--- config.mk ---
export PLATFORM = sky130hd
export DESIGN_NAME = atc_api_tx_frame_codec
export DESIGN_NICKNAME = d
export VERILOG_FILES = /design/src/pkg/atc_pkg.sv /design/src/pkg/atc_byte_if.sv /design/src/verilog/atc_api_tx_frame_codec.sv /design/src/verilog/atc_esc_decoder.sv /design/src/verilog/atc_pl_mem.sv
export SDC_FILE = /design/constraint.sdc
export NUM_CORES = 2
export LEC_CHECK = 0
export BUFFER_PORTS_ARGS = -buffer_cell sky130_fd_sc_hd__buf_2
export CORE_MARGIN = 3
export CORE_UTILIZATION = 35
export CTS_BUF_LIST = sky130_fd_sc_hd__clkbuf_8
export CTS_CLUSTER_SIZE = 16
export DETAILED_ROUTE_END_ITERATION = 8
export SLEW_MARGIN = 20
export SYNTH_ARGS = -nofsm -noshare
export SYNTH_HDL_FRONTEND = slang
export SYNTH_SLANG_ARGS = --single-unit
--- constraint.sdc ---
create_clock -name clk_sys_i -period 15.9 [get_ports clk_sys_i]
set_input_delay 0.795 -clock clk_sys_i [delete_from_list [all_inputs] [get_ports clk_sys_i]]
set_output_delay 0.795 -clock clk_sys_i [all_outputs]
set_load 0.05 [all_outputs]
--- src/pkg/atc_pkg.sv ---
// Contract
// - checksum equals 0xFF minus byte sum
// - escaped mode restores 0x7D-prefixed bytes
// - frame id zero suppresses response
// - radius zero or too big uses max; unicast frames get radius zero
// - explicit frame overrides default endpoints, cluster
// - remote setting applies on apply bit
// - option bits and delivery method decode
package atc_pkg;
  // Framing bytes
  localparam logic [7:0] SOF_BYTE = 8'h7E;
  localparam logic [7:0] ESC_BYTE = 8'h7D;
  localparam logic [7:0] ESC_XOR = 8'h20;
  localparam logic [7:0] CSUM_FULL = 8'hFF;
  // Frame types
  localparam logic [7:0] FT_TXREQ = 8'h10;
  localparam logic [7:0] FT_EXPL = 8'h11;
  localparam logic [7:0] FT_REMOTE = 8'h17;
  // Byte offsets within a frame
  localparam logic [15:0] OFF_TYPE = 16'h0003;
  localparam logic [15:0] OFF_ID = 16'h0004;
  localparam logic [15:0] OFF_DEST_MSB = 16'h0005;
  localparam logic [15:0] OFF_DEST_LSB = 16'h000C;
  localparam logic [15:0] TX_RAD = 16'h000F;
  localparam logic [15:0] TX_OPT = 16'h0010;
  localparam logic [15:0] TX_PL = 16'h0011;
  localparam logic [15:0] EX_SEP = 16'h000F;
  localparam logic [15:0] EX_DEP = 16'h0010;
  localparam logic [15:0] EX_CLU_H = 16'h0011;
  localparam logic [15:0] EX_CLU_L = 16'h0012;
  localparam logic [15:0] EX_PROF_H = 16'h0013;
  localparam logic [15:0] EX_PROF_L = 16'h0014;
  localparam logic [15:0] EX_RAD = 16'h0015;
  localparam logic [15:0] EX_OPT = 16'h0016;
  localparam logic [15:0] EX_PL = 16'h0017;
  localparam logic [15:0] RM_OPT = 16'h000F;
  localparam logic [15:0] RM_PL = 16'h0010;
  localparam logic [15:0] OFF_NONE = 16'hFFFF;
  // Broadcast address and option fields
  localparam logic [63:0] BCAST_ADDR = 64'h0000_0000_0000_FFFF;
  localparam int APPLY_BIT = 1;
  // Payload buffer address width
  localparam int PL_AW = 8;
  // Register byte offsets
  localparam logic [7:0] REG_CTRL = 8'h00;
  localparam logic [7:0] REG_HOPS = 8'h04;
  localparam logic [7:0] REG_MAXPL = 8'h08;
  localparam logic [7:0] REG_DEFS = 8'h0C;
  localparam logic [7:0] REG_STATUS = 8'h10;
  localparam logic [7:0] REG_DEST_HI = 8'h14;
  localparam logic [7:0] REG_DEST_LO = 8'h18;
  localparam logic [7:0] REG_ADDR = 8'h1C;
  localparam logic [7:0] REG_TXP = 8'h20;
  localparam logic [7:0] REG_PLEN = 8'h24;
  localparam logic [7:0] REG_PDATA = 8'h28;
  localparam logic [7:0] REG_ERRCNT = 8'h2C;
  // Control fields and reset values
  localparam int CTRL_ESC = 0;
  localparam int CTRL_REL = 1;
  localparam logic [7:0] HOPS_RST = 8'h07;
  localparam logic [7:0] MAXPL_RST = 8'hFF;
  localparam logic [7:0] DEF_EP_RST = 8'h00;
  localparam logic [15:0] DEF_CLU_RST = 16'h0000;
  // Receive states
  typedef enum logic [4:0] {
    S_IDLE = 5'h01,
    S_LENH = 5'h02,
    S_LENL = 5'h04,
    S_BODY = 5'h08,
    S_CSUM = 5'h10
  } atc_state_t;
endpackage : atc_pkg

--- src/pkg/atc_byte_if.sv ---
`timescale 1ns/1ps
`default_nettype none
// Unescaped byte stream between decoder and parser
interface atc_byte_if;
  logic [7:0] data;
  logic valid;
  logic sof;
  logic ready;
  modport src (output data, output valid, output sof, input ready);
  modport dst (input data, input valid, input sof, output ready);
endinterface : atc_byte_if
`default_nettype wire

--- src/verilog/atc_api_tx_frame_codec.sv ---
`timescale 1ns/1ps
`default_nettype none
module atc_api_tx_frame_codec (
  input wire logic clk_sys_i,
  input wire logic rst_n_i,
  input wire logic [7:0] rx_data_i,
  input wire logic rx_valid_i,
  output logic rx_ready_o,
  input wire logic psel_i,
  input wire logic penable_i,
  input wire logic pwrite_i,
  input wire logic [7:0] paddr_i,
  input wire logic [31:0] pwdata_i,
  output logic [31:0] prdata_o,
  output logic pready_o,
  output logic pslverr_o,
  output logic frame_ok_o,
  output logic frame_bad_o,
  output logic resp_req_o
);
  // Byte stream from decoder
  atc_byte_if bif ();
  // Software settings
  logic api_escape_mode;
  logic [7:0] max_hop_count;
  logic [7:0] max_payload_size;
  logic [7:0] default_src_endpoint;
  logic [7:0] default_dest_endpoint;
  logic [15:0] default_cluster_id;
  // Payload read pointer and data
  logic [7:0] rd_ptr;
  logic [7:0] next_rd_ptr;
  logic [7:0] mem_q;
  logic [7:0] err_cnt;
  // Receive state
  atc_pkg::atc_state_t state;
  logic [15:0] len;
  logic [15:0] cnt;
  logic [7:0] sum;
  // Fields of the frame in flight
  logic [7:0] w_type;
  logic [7:0] w_id;
  logic [63:0] w_dest;
  logic [7:0] w_sep;
  logic [7:0] w_dep;
  logic [15:0] w_clu;
  logic [15:0] w_prof;
  logic [7:0] w_rad;
  logic [7:0] w_opt;
  logic [7:0] w_plen;
  logic w_err;
  // Last accepted frame
  logic pending;
  logic r_resp;
  logic r_bcast;
  logic r_apply;
  logic [7:0] r_type;
  logic [7:0] r_id;
  logic [63:0] r_dest;
  logic [7:0] r_sep;
  logic [7:0] r_dep;
  logic [15:0] r_clu;
  logic [15:0] r_prof;
  logic [7:0] r_rad;
  logic [7:0] r_opt;
  logic [7:0] r_plen;
  // Decode helpers
  logic take;
  logic restart;
  logic [15:0] off;
  logic [15:0] pl_start;
  logic in_pl;
  logic pl_wr;
  logic csum_ok;
  logic good;
  logic commit;
  logic reject;
  logic bcast;
  logic [7:0] res_rad;
  logic [31:0] stat;
  // Bus helpers
  logic setup;
  logic acc;
  logic wr;
  logic rd;
  logic mapped;
  logic release_wr;
  logic [31:0] rd_mux;

  // Escape removal
  atc_esc_decoder u_dec (
    .clk_sys_i (clk_sys_i),
    .rst_n_i (rst_n_i),
    .rx_data_i (rx_data_i),
    .rx_valid_i (rx_valid_i),
    .esc_mode_i (api_escape_mode),
    .rx_ready_o (rx_ready_o),
    .out (bif.src)
  );

  // Payload buffer
  atc_pl_mem u_mem (
    .clk_sys_i (clk_sys_i),
    .rst_n_i (rst_n_i),
    .we_i (pl_wr),
    .waddr_i (w_plen),
    .wdata_i (bif.data),
    .raddr_i (next_rd_ptr),
    .rdata_o (mem_q)
  );

  // Stall input while a result waits for software
  assign bif.ready = !pending;
  assign take = bif.valid && bif.ready;
  // Mid-frame delimiter only restarts in escaped mode
  assign restart = take && bif.sof && (api_escape_mode || state == atc_pkg::S_IDLE);
  assign off = cnt + atc_pkg::OFF_TYPE;

  // Payload start per frame type
  // payload offsets
  assign pl_start = (w_type == atc_pkg::FT_TXREQ) ? atc_pkg::TX_PL :
                    (w_type == atc_pkg::FT_EXPL) ? atc_pkg::EX_PL :
                    (w_type == atc_pkg::FT_REMOTE) ? atc_pkg::RM_PL : atc_pkg::OFF_NONE;
  assign in_pl = take && !restart && state == atc_pkg::S_BODY && off >= pl_start;
  assign pl_wr = in_pl && (w_plen != max_payload_size);

  assign csum_ok = (8'(sum + bif.data) == atc_pkg::CSUM_FULL);
  assign good = csum_ok && !w_err;
  assign commit = take && !restart && state == atc_pkg::S_CSUM && good;
  assign reject = take && !restart && state == atc_pkg::S_CSUM && !good;

  assign bcast = (w_dest == atc_pkg::BCAST_ADDR);
  assign res_rad = !bcast ? 8'h00 :
                   (w_rad == 8'h00 || w_rad > max_hop_count) ? max_hop_count : w_rad;

  // Receive sequencer
  always_ff @(posedge clk_sys_i or negedge rst_n_i) begin
    if (!rst_n_i) begin
      state <= atc_pkg::S_IDLE;
    end else if (restart) begin
      state <= atc_pkg::S_LENH;
    end else if (take) begin
      unique case (state)
        atc_pkg::S_IDLE: state <= atc_pkg::S_IDLE;
        atc_pkg::S_LENH: state <= atc_pkg::S_LENL;
        // Empty frame goes straight to checksum
        atc_pkg::S_LENL: begin
          state <= ({len[15:8], bif.data} == 16'h0000) ? atc_pkg::S_CSUM : atc_pkg::S_BODY;
        end
        atc_pkg::S_BODY: begin
          if (cnt + 16'h0001 == len) begin
            state <= atc_pkg::S_CSUM;
          end
        end
        atc_pkg::S_CSUM: state <= atc_pkg::S_IDLE;
        default: state <= atc_pkg::S_IDLE;
      endcase
    end
  end

  // Length, byte count and running sum
  always_ff @(posedge clk_sys_i or negedge rst_n_i) begin
    if (!rst_n_i) begin
      len <= 16'h0000;
      cnt <= 16'h0000;
      sum <= 8'h00;
    end else if (restart) begin
      cnt <= 16'h0000;
      sum <= 8'h00;
    end else if (take) begin
      if (state == atc_pkg::S_LENH) begin
        len[15:8] <= bif.data;
      end
      if (state == atc_pkg::S_LENL) begin
        len[7:0] <= bif.data;
      end
      if (state == atc_pkg::S_BODY) begin
        sum <= sum + bif.data;
        cnt <= cnt + 16'h0001;
      end
    end
  end

  // Field capture by offset
  always_ff @(posedge clk_sys_i or negedge rst_n_i) begin
    if (!rst_n_i) begin
      w_type <= 8'h00;
      w_id <= 8'h00;
      w_dest <= 64'h0;
      w_sep <= 8'h00;
      w_dep <= 8'h00;
      w_clu <= 16'h0000;
      w_prof <= 16'h0000;
      w_rad <= 8'h00;
      w_opt <= 8'h00;
      w_plen <= 8'h00;
      w_err <= 1'b0;
    end else if (restart) begin
      w_type <= 8'h00;
      w_rad <= 8'h00;
      w_opt <= 8'h00;
      w_plen <= 8'h00;
      w_err <= 1'b0;
    end else if (take && state == atc_pkg::S_LENL && {len[15:8], bif.data} == 16'h0000) begin
      w_err <= 1'b1;
    end else if (take && state == atc_pkg::S_BODY) begin
      // Unknown frame types are dropped
      if (off == atc_pkg::OFF_TYPE) begin
        w_type <= bif.data;
        w_err <= !(bif.data == atc_pkg::FT_TXREQ || bif.data == atc_pkg::FT_EXPL ||
                   bif.data == atc_pkg::FT_REMOTE);
      end
      if (off == atc_pkg::OFF_ID) begin
        w_id <= bif.data;
      end
      if (off >= atc_pkg::OFF_DEST_MSB && off <= atc_pkg::OFF_DEST_LSB) begin
        w_dest <= {w_dest[55:0], bif.data};
      end
      if (w_type == atc_pkg::FT_TXREQ) begin
        if (off == atc_pkg::TX_RAD) begin
          w_rad <= bif.data;
        end
        if (off == atc_pkg::TX_OPT) begin
          w_opt <= bif.data;
        end
      end
      if (w_type == atc_pkg::FT_EXPL) begin
        if (off == atc_pkg::EX_SEP) begin
          w_sep <= bif.data;
        end
        if (off == atc_pkg::EX_DEP) begin
          w_dep <= bif.data;
        end
        if (off == atc_pkg::EX_CLU_H || off == atc_pkg::EX_CLU_L) begin
          w_clu <= {w_clu[7:0], bif.data};
        end
        if (off == atc_pkg::EX_PROF_H || off == atc_pkg::EX_PROF_L) begin
          w_prof <= {w_prof[7:0], bif.data};
        end
        if (off == atc_pkg::EX_RAD) begin
          w_rad <= bif.data;
        end
        if (off == atc_pkg::EX_OPT) begin
          w_opt <= bif.data;
        end
      end
      if (w_type == atc_pkg::FT_REMOTE && off == atc_pkg::RM_OPT) begin
        w_opt <= bif.data;
      end
      if (in_pl) begin
        if (pl_wr) begin
          w_plen <= w_plen + 8'h01;
        end else begin
          w_err <= 1'b1;
        end
      end
    end
  end

  // Result latch on good frame
  always_ff @(posedge clk_sys_i or negedge rst_n_i) begin
    if (!rst_n_i) begin
      r_resp <= 1'b0;
      r_bcast <= 1'b0;
      r_apply <= 1'b0;
      r_type <= 8'h00;
      r_id <= 8'h00;
      r_dest <= 64'h0;
      r_sep <= 8'h00;
      r_dep <= 8'h00;
      r_clu <= 16'h0000;
      r_prof <= 16'h0000;
      r_rad <= 8'h00;
      r_opt <= 8'h00;
      r_plen <= 8'h00;
    end else if (commit) begin
      r_resp <= (w_id != 8'h00);
      r_bcast <= bcast;
      r_apply <= (w_type == atc_pkg::FT_REMOTE) && w_opt[atc_pkg::APPLY_BIT];
      r_type <= w_type;
      r_id <= w_id;
      r_dest <= w_dest;
      r_sep <= (w_type == atc_pkg::FT_EXPL) ? w_sep : default_src_endpoint;
      r_dep <= (w_type == atc_pkg::FT_EXPL) ? w_dep : default_dest_endpoint;
      r_clu <= (w_type == atc_pkg::FT_EXPL) ? w_clu : default_cluster_id;
      r_prof <= (w_type == atc_pkg::FT_EXPL) ? w_prof : 16'h0000;
      r_rad <= res_rad;
      r_opt <= w_opt;
      r_plen <= w_plen;
    end
  end

  // Pending flag, hardware set beats release
  always_ff @(posedge clk_sys_i or negedge rst_n_i) begin
    if (!rst_n_i) begin
      pending <= 1'b0;
    end else if (commit) begin
      pending <= 1'b1;
    end else if (release_wr) begin
      pending <= 1'b0;
    end
  end

  // Frame event pulses and error count
  always_ff @(posedge clk_sys_i or negedge rst_n_i) begin
    if (!rst_n_i) begin
      frame_ok_o <= 1'b0;
      frame_bad_o <= 1'b0;
      resp_req_o <= 1'b0;
      err_cnt <= 8'h00;
    end else begin
      frame_ok_o <= commit;
      frame_bad_o <= reject;
      resp_req_o <= commit && (w_id != 8'h00);
      if (reject) begin
        err_cnt <= err_cnt + 8'h01;
      end
    end
  end

  // APB phases
  assign setup = psel_i && !penable_i;
  assign acc = psel_i && penable_i;
  assign wr = acc && pwrite_i;
  assign rd = acc && !pwrite_i;
  assign release_wr = wr && paddr_i == atc_pkg::REG_CTRL && pwdata_i[atc_pkg::CTRL_REL];
  assign pready_o = 1'b1;
  assign pslverr_o = acc && !mapped;

  assign stat = {r_type, r_id, 6'h00, r_opt[7:6], r_opt[3:0], r_apply, r_bcast, r_resp, pending};

  // Register read map
  always_comb begin
    mapped = 1'b1;
    rd_mux = 32'h0000_0000;
    unique case (paddr_i)
      atc_pkg::REG_CTRL: rd_mux = {31'h0, api_escape_mode};
      atc_pkg::REG_HOPS: rd_mux = {24'h0, max_hop_count};
      atc_pkg::REG_MAXPL: rd_mux = {24'h0, max_payload_size};
      atc_pkg::REG_DEFS: rd_mux = {default_cluster_id, default_dest_endpoint, default_src_endpoint};
      atc_pkg::REG_STATUS: rd_mux = stat;
      atc_pkg::REG_DEST_HI: rd_mux = r_dest[63:32];
      atc_pkg::REG_DEST_LO: rd_mux = r_dest[31:0];
      atc_pkg::REG_ADDR: rd_mux = {r_clu, r_dep, r_sep};
      atc_pkg::REG_TXP: rd_mux = {r_prof, r_opt, r_rad};
      atc_pkg::REG_PLEN: rd_mux = {24'h0, r_plen};
      atc_pkg::REG_PDATA: rd_mux = {24'h0, mem_q};
      atc_pkg::REG_ERRCNT: rd_mux = {24'h0, err_cnt};
      default: mapped = 1'b0;
    endcase
  end

  // Read data captured in setup phase
  always_ff @(posedge clk_sys_i or negedge rst_n_i) begin
    if (!rst_n_i) begin
      prdata_o <= 32'h0000_0000;
    end else if (setup) begin
      prdata_o <= rd_mux;
    end
  end

  // Writable settings
  always_ff @(posedge clk_sys_i or negedge rst_n_i) begin
    if (!rst_n_i) begin
      api_escape_mode <= 1'b0;
      max_hop_count <= atc_pkg::HOPS_RST;
      max_payload_size <= atc_pkg::MAXPL_RST;
      default_src_endpoint <= atc_pkg::DEF_EP_RST;
      default_dest_endpoint <= atc_pkg::DEF_EP_RST;
      default_cluster_id <= atc_pkg::DEF_CLU_RST;
    end else if (wr) begin
      if (paddr_i == atc_pkg::REG_CTRL) begin
        api_escape_mode <= pwdata_i[atc_pkg::CTRL_ESC];
      end
      if (paddr_i == atc_pkg::REG_HOPS) begin
        max_hop_count <= pwdata_i[7:0];
      end
      if (paddr_i == atc_pkg::REG_MAXPL) begin
        max_payload_size <= pwdata_i[7:0];
      end
      if (paddr_i == atc_pkg::REG_DEFS) begin
        default_src_endpoint <= pwdata_i[7:0];
        default_dest_endpoint <= pwdata_i[15:8];
        default_cluster_id <= pwdata_i[31:16];
      end
    end
  end

  // Payload pointer: write sets, read advances
  always_comb begin
    next_rd_ptr = rd_ptr;
    if (acc && paddr_i == atc_pkg::REG_PDATA) begin
      next_rd_ptr = pwrite_i ? pwdata_i[7:0] : rd_ptr + 8'h01;
    end
  end

  // Pointer register
  always_ff @(posedge clk_sys_i or negedge rst_n_i) begin
    if (!rst_n_i) begin
      rd_ptr <= 8'h00;
    end else begin
      rd_ptr <= next_rd_ptr;
    end
  end
endmodule : atc_api_tx_frame_codec
`default_nettype wire

--- src/verilog/atc_esc_decoder.sv ---
`timescale 1ns/1ps
`default_nettype none
module atc_esc_decoder (
  input wire logic clk_sys_i,
  input wire logic rst_n_i,
  input wire logic [7:0] rx_data_i,
  input wire logic rx_valid_i,
  input wire logic esc_mode_i,
  output logic rx_ready_o,
  atc_byte_if.src out
);
  // Escape prefix seen, next byte is flipped
  logic esc_pend;
  logic is_esc;

  // Prefix byte is swallowed in escaped mode
  assign is_esc = esc_mode_i && !esc_pend && (rx_data_i == atc_pkg::ESC_BYTE);
  assign out.valid = rx_valid_i && !is_esc;
  assign out.data = esc_pend ? (rx_data_i ^ atc_pkg::ESC_XOR) : rx_data_i;
  // A flipped delimiter is data, not a start
  assign out.sof = !esc_pend && (rx_data_i == atc_pkg::SOF_BYTE);
  assign rx_ready_o = out.ready;

  // Escape tracking
  always_ff @(posedge clk_sys_i or negedge rst_n_i) begin
    if (!rst_n_i) begin
      esc_pend <= 1'b0;
    end else if (!esc_mode_i) begin
      esc_pend <= 1'b0;
    end else if (rx_valid_i && out.ready) begin
      esc_pend <= is_esc;
    end
  end
endmodule : atc_esc_decoder
`default_nettype wire

--- src/verilog/atc_pl_mem.sv ---
`timescale 1ns/1ps
`default_nettype none
module atc_pl_mem (
  input wire logic clk_sys_i,
  input wire logic rst_n_i,
  input wire logic we_i,
  input wire logic [atc_pkg::PL_AW-1:0] waddr_i,
  input wire logic [7:0] wdata_i,
  input wire logic [atc_pkg::PL_AW-1:0] raddr_i,
  output logic [7:0] rdata_o
);
  // Payload storage
  logic [7:0] mem [0:(1<<atc_pkg::PL_AW)-1];

  // Write port
  always_ff @(posedge clk_sys_i) begin
    if (we_i) begin
      mem[waddr_i] <= wdata_i;
    end
  end

  // Registered read port
  always_ff @(posedge clk_sys_i or negedge rst_n_i) begin
    if (!rst_n_i) begin
      rdata_o <= 8'h00;
    end else begin
      rdata_o <= mem[raddr_i];
    end
  end
endmodule : atc_pl_mem
`default_nettype wire

[Word level (Yosys, flattened, before mapping)]
Memories as Yosys holds them, arrays and structs flattened. A register that Yosys moved wholly into a read port is not among the register bits.
Index checks and enable logic that the tools add are counted.
Storage, ports and cells
  flip-flop bits (word level): 455
  output and inout bits: 38
  bits in writable memories: 2048
  memories: 1
Operators by class
  add/sub/neg operators: 6
  order comparisons: 4
  bitwise operators: 3
  reduce and logical (&&, ||, !) cells: 76
  equal/unequal tests: 41
  muxes and demuxes: 61
Memories
  u_mem.mem: depth 256, bits a word 8, rd ports 1, clocked after Yosys merged registers in 1, write ports 1, RTL line atc_pl_mem.sv:13  | logic [7:0] mem [0:(1<<atc_pkg::PL_AW)-1];
Operators with widths (number)
  $pmux W32 S12: 1
  $mux W8: 33
  $mux W16: 8
  $eq A16 B5 Y1 const B: 7
  $eq A8 B5 Y1 const B: 10
  $eq A64 B16 Y1 const B: 1
  $eq A8 B6 Y1 const B: 4
  $logic_and A1 B1 Y1: 30
  $add A8 B1 Y8 const B: 3
  $mux W5: 4
  $reduce_and A5 Y1: 4
  $add A16 B1 Y16 const B: 1
  $add A16 B2 Y16 const B: 1
  $eq A16 B16 Y1: 1
  $eq A16 B2 Y1 const B: 1
  $eq A16 B3 Y1 const B: 1
  $eq A16 B4 Y1 const B: 1
  $eq A8 B4 Y1 const B: 2
  $eq A8 B7 Y1 const B: 2
  $ge A16 B16 Y1: 1
  $ge A16 B3 Y1 const B: 1
  $le A16 B4 Y1 const B: 1
  $logic_not A16 Y1: 1
  $logic_not A8 Y1: 2
  26 further kinds: 70

[Logic depth before layout (Yosys ltp)]
  word-level depth: 18
  gate-level depth with buffers: 16
  gate-level depth less buffers: 14

[Modules after synthesis]
From an unflattened synthesis, not the netlist that was laid out.
Second synthesis, totals
  cells, all modules: 5909
  area, all modules: 101905.2 µm²
By module, submodules not included
  atc_pl_mem: sequential area each 61699.2 µm², cells an instance 3795, times used 1, area each 80038.0 µm²
  atc_api_tx_frame_codec: sequential area each 11375.9 µm², cells an instance 2093, times used 1, area each 21699.6 µm²
  atc_esc_decoder: sequential area each 25.0 µm², cells an instance 21, times used 1, area each 167.7 µm²

[Worst setup path after synthesis]
OpenSTA, ideal clock, no wires.
  path kind: input to register
  start: input port rx_data_i[5]
  end: register r_dest[58]
  data required time: 15775 ps
  path buffers: 2
  stages: 11
  slack: 9208 ps
  data arrival time: 6567 ps
  cell sequence: xnor2_1 -> inv_1 -> ha_1 -> a21oi_1 -> xnor2_1 -> nand4_1 -> or3_1 -> inv_1 -> clkbuf_1 -> clkbuf_1 -> mux2_2
RTL lines
  from (decl): RTL line atc_api_tx_frame_codec.sv:6  | input wire logic [7:0] rx_data_i,
  $not A1 Y1 (no line)
  $mux W6 *: RTL line atc_esc_decoder.sv:19  | assign out.data = esc_pend ? (rx_data_i ^ atc_pkg::ESC_XOR) : rx_data_i;
  named net bif.data[5]: RTL line atc_byte_if.sv:5  | logic [7:0] data;
  $add A8 B8 Y8 *: RTL line atc_api_tx_frame_codec.sv:127  | assign csum_ok = (8'(sum + bif.data) == atc_pkg::CSUM_FULL);
  $eq A8 B8 Y1 *: RTL line atc_api_tx_frame_codec.sv:127
  $logic_and A1 B1 Y1 *: RTL line atc_api_tx_frame_codec.sv:128  | assign good = csum_ok && !w_err;
  $logic_and A1 B1 Y1 *: RTL line atc_api_tx_frame_codec.sv:129  | assign commit = take && !restart && state == atc_pkg::S_CSUM && good;
  to (signal assigned): RTL line atc_api_tx_frame_codec.sv:282  | r_dest <= w_dest;
  to (decl): RTL line atc_api_tx_frame_codec.sv:59  | logic [63:0] r_dest;
Mark *: on every way through the listed nets, which the timed path passes. The rest lies on a longest branch.
A chain may end at the register's enable or synchronous reset.

[Worst setup path after layout]
  start: input port paddr_i[4]
  end: register u_mem.rdata_o[3], read port of u_mem.mem
On the way
  longest elaborated chain between the ends: 3
RTL lines
  from (decl): RTL line atc_api_tx_frame_codec.sv:12  | input wire logic [7:0] paddr_i,
  $eq A8 B6 Y1: RTL line atc_api_tx_frame_codec.sv:392  | if (acc && paddr_i == atc_pkg::REG_PDATA) begin
  $logic_and A1 B1 Y1: RTL line atc_api_tx_frame_codec.sv:392
  $mux W8: RTL line atc_api_tx_frame_codec.sv:392
  to (decl): RTL line atc_pl_mem.sv:10  | output logic [7:0] rdata_o
Every way passes these cells.

==> key figures <==
GRT
  – GRT Total Usage: 0.202
  – Initial antenna violation count: 25
  – Vias in the first global route: 65.6k
  – Met2 Use GR: 0.310
  – Global-route met3 utilization: 0.0456
  – Global-route wire length before repair: 460000 µm
  – Pin count of the biggest net entering global routing: 169
  – M1 GR Usage: 0.280
  – Remaining Overflow, GRT: 0
  – GRT busiest layer: met2

Clock network
  – CTS root buffer: clkbuf_8
  – Clock-pin slew on the worst setup and hold paths: 0.06 ns
  – Inserted Clock Buffers: 406
  – Htree depth: 5
  – Sink Count: 2511
  – CTS Buffer Depth: 4
  – CTS tree: built
  – # Post-CTS Setup Buffers: 0
  – Clk_lat worst skew: 1.05 ns

Drt
  – Vias/cell: 5.72
  – Wire per inst: 26.8 µm
  – DRC viols: 0
  – Iter 0 DRT Violations: 8263
  – DR pass1 iterations: 9
  – Final ANT Viol Nets: 0
  – WL final: 317000 µm
  – Vias: 67.7k

Finish
  – Sequential Area: 73100 µm²
  – Share of cells above drive strength 1: 0.176
  – Syn-to-layout area delta: 13.0%
  – Final nets: 7695
  – Filler Cell Count: 27.2k
  – Leading cell type in the layout, fill and taps excluded: edfxtp_1
  – Fin cells: 11.8k
  – Final Cell Area: 117000 µm²
  – Multi-input gate area: 29000 µm²
  – Most frequent cells in the layout: edfxtp_1 (2048), nand2_1 (1131), dfrtp_1 (451)

Logic synthesis
  – Synth top area share: 0.594
  – Seq cells post-synth: 2511
  – Synth unique cells: 90
  – Syn nets: 7528
  – Main flop type after synthesis: edfxtp_1
  – Post-synth EDFFs: 2048
  – Post-synthesis sequential area ratio: 0.706
  – Cell taking the most area after synthesis: edfxtp_1
  – Top post-synthesis cells by area: edfxtp_1 (59%), dfrtp_1 (11%), nand2_1 (4.1%)
  – Async set or reset register ratio after synthesis: 0.184
  – Synthesized area per cell: 13.9 µm²
  – Mapped Area: 104000 µm²
  – Yosys warning total: 0
  – Synth Instances: 7430

Setup path
  – Most used cell along the critical path: buf_4
  – Critical-path maximum fanout: 100
  – Crit path max-delay family: compound AO/OA/AOI/OAI gates
  – Slowest cell on crit path: o41ai_1
  – Crit-path max cell delay: 0.95 ns
  – Crit path DAT: 7.57 ns
  – CP required: 16.79 ns
  – CP Buf/Inv Count: 4
  – Crit path cell chain: buf_2 > nor4b_4 > a31o_4 > nand2_4 > inv_8 > buf_4 > buf_4 > mux2i_1 > o22ai_1 > o41ai_1 > a31oi_1 > a2111o_1
  – Critical path type: in -> reg
  – Endpoint class of the critical path: flip-flop
  – Startpoint class of the critical path: primary input

Timing
  – Slew Limit Fails: 0
  – FMAX: 0.150 GHz
  – Period utilization: 0.420
  – Rel. slew slack: 0.222
  – # setup viols final: 0
  – TNS Setup: 0 ns
  – Fin. Hold Viols: 0
  – Setup repair after global routing missed its margin: false
  – Post-route minimum period: 6.67 ns
  – Clock skew: 0.141 ns
  – Worst-margin pin slew: 1.17 ns
  – Hold_ws: 0.0906 ns

Floorplan
  – Die Ht: 550 µm
  – FP Rows: 199
  – IO Pins: 92
  – Area of the core: 294000 µm²
  – Die Area: 303000 µm²
  – Die width: 550 µm
  – Initial Utilization: 0.352

Power
  – Total power draw: 12900 µW
  – Worst vdd ir: 0.0718 mV
  – Power Density: 110 nW/µm²
  – Leakage power: 0.0409 µW

Placement
  – Placer congestion estimate: 0.882
  – Port Buf Inserts: 90
  – Placed Cells: 11.1k
  – DPL Wire Length: 190000 µm
  – Placed cell areas: 109000 µm²

Job
  – Max-cap violations: 0

Outcome
  – Status: finished, final reports clean

Worst hold path
  – HP Class: in -> reg
what timing repair did:
| action | in CTS | in global routing |
|---|---|---|
| endpoints found under the hold margin | 111 | 0 |
| setup endpoints to repair | 0 | 0 |
| resized for setup | 0 | 0 |
| hold buffers | 4 | 0 |
final timing paths:
kind | start | endpoint | slack, ns | cells after the start
setup / recovery | paddr_i[4] | u_mem.rdata_o[3]$_DFF_PN0_ | 9.23 | 12
hold / removal | pwdata_i[11] | default_dest_endpoint[3]$_DFFE_PN0P_ | 0.09 | 2
setup reg to reg | rd_ptr[1]$_DFF_PN0_ | u_mem.rdata_o[5]$_DFF_PN0_ | 9.49 | 14
hold reg to reg | err_cnt[7]$_DFFE_PN0P_ | err_cnt[7]$_DFFE_PN0P_ | 0.48 | 1
max in group asynchronous | rst_n_i | max_hop_count[5]$_DFFE_PN0P_ | 12.86 | 4
min in group asynchronous | rst_n_i | prdata_o[27]$_DFFE_PN0P_ | 0.56 | 2
sequential cells by signal (all words and copies together), names as in the netlist, 16 cells and up:
name and count:
cnt 16, default_cluster_id 16, len 16, prdata_o 32, r_clu 16, r_dest 64
r_prof 16, u_mem.mem 2048, w_clu 16, w_dest 64, w_prof 16
metal layers:
layer / part of all wire / wire length [µm]
met1: 0.41 / 131000
met2: 0.45 / 143000
met3: 0.096 / 30300
met4: 0.039 / 12300
met5: 0.00030 / 94
cells by family after synthesis:
group,Yosys count,share of synthesized area
compound gates,1429,0.0999
xor+xnor,73,0.00617
fa+ha+maj,44,0.00539
buf+inv,621,0.0249
flops,2511,0.706
mux,614,0.0630
other cells,1,0.0000362
simple gates,2137,0.0951
cell type report:
| type | instances | share of cell area |
|---|---|---|
| flip-flops and latches | 2511 | 0.625 |
| multi-input cells | 4298 | 0.248 |
| clock buffers | 433 | 0.0509 |
| well taps | 3919 | 0.0419 |
| repair buffers | 334 | 0.0210 |
| clock inverters | 281 | 0.0119 |
| inverters | 46 | 0.00169 |
| diodes | 11 | 0.000235 |
through the flow:
| stage | setup slack (ns) | utilization |
|---|---|---|
| after floorplan | 9.21 | - |
| after global placement | 8.12 | 0.370 |
| after detailed placement | 7.98 | 0.371 |
| after CTS | 9.06 | 0.396 |
| after global routing | 9.07 | 0.398 |
| final | 9.23 | 0.398 |
power breakdown:
| part | leakage [µW] | total (µW) | switching [µW] | internal (µW) |
|---|---|---|---|---|
| Sequential | 0.0247 | 7170 | 22.0 | 7150 |
| Clock | 0.00424 | 5170 | 2550 | 2620 |
| Combinational | 0.0119 | 590 | 448 | 142 |
| Total | 0.0409 | 12900 | 3030 | 9910 |
Yosys cell counts, drive strengths merged (9+ instances only):
cell type,number
nor3,323
a32o,14
nand3,104
ha,43
o31ai,39
and2,11
nand2,1138
and3,270
a41oi,21
nor2,121
nand2b,14
a211oi,221
a21oi,229
nor4,41
and4,19
o22ai,115
a32oi,13
o22a,9
a311oi,153
o41ai,29
mux2i,306
buf,211
inv,44
a31o,15
a31oi,122
a21o,15
o311ai,9
dfstp,12
clkbuf,364
mux2,308
xnor2,47
dfrtp,451
nand4,42
o21ai,75
a22oi,117
a2111oi,35
a221oi,98
a22o,45
edfxtp,2048
or3,17
xor2,26
Note: power is estimated with default switching activity, not from simulation.
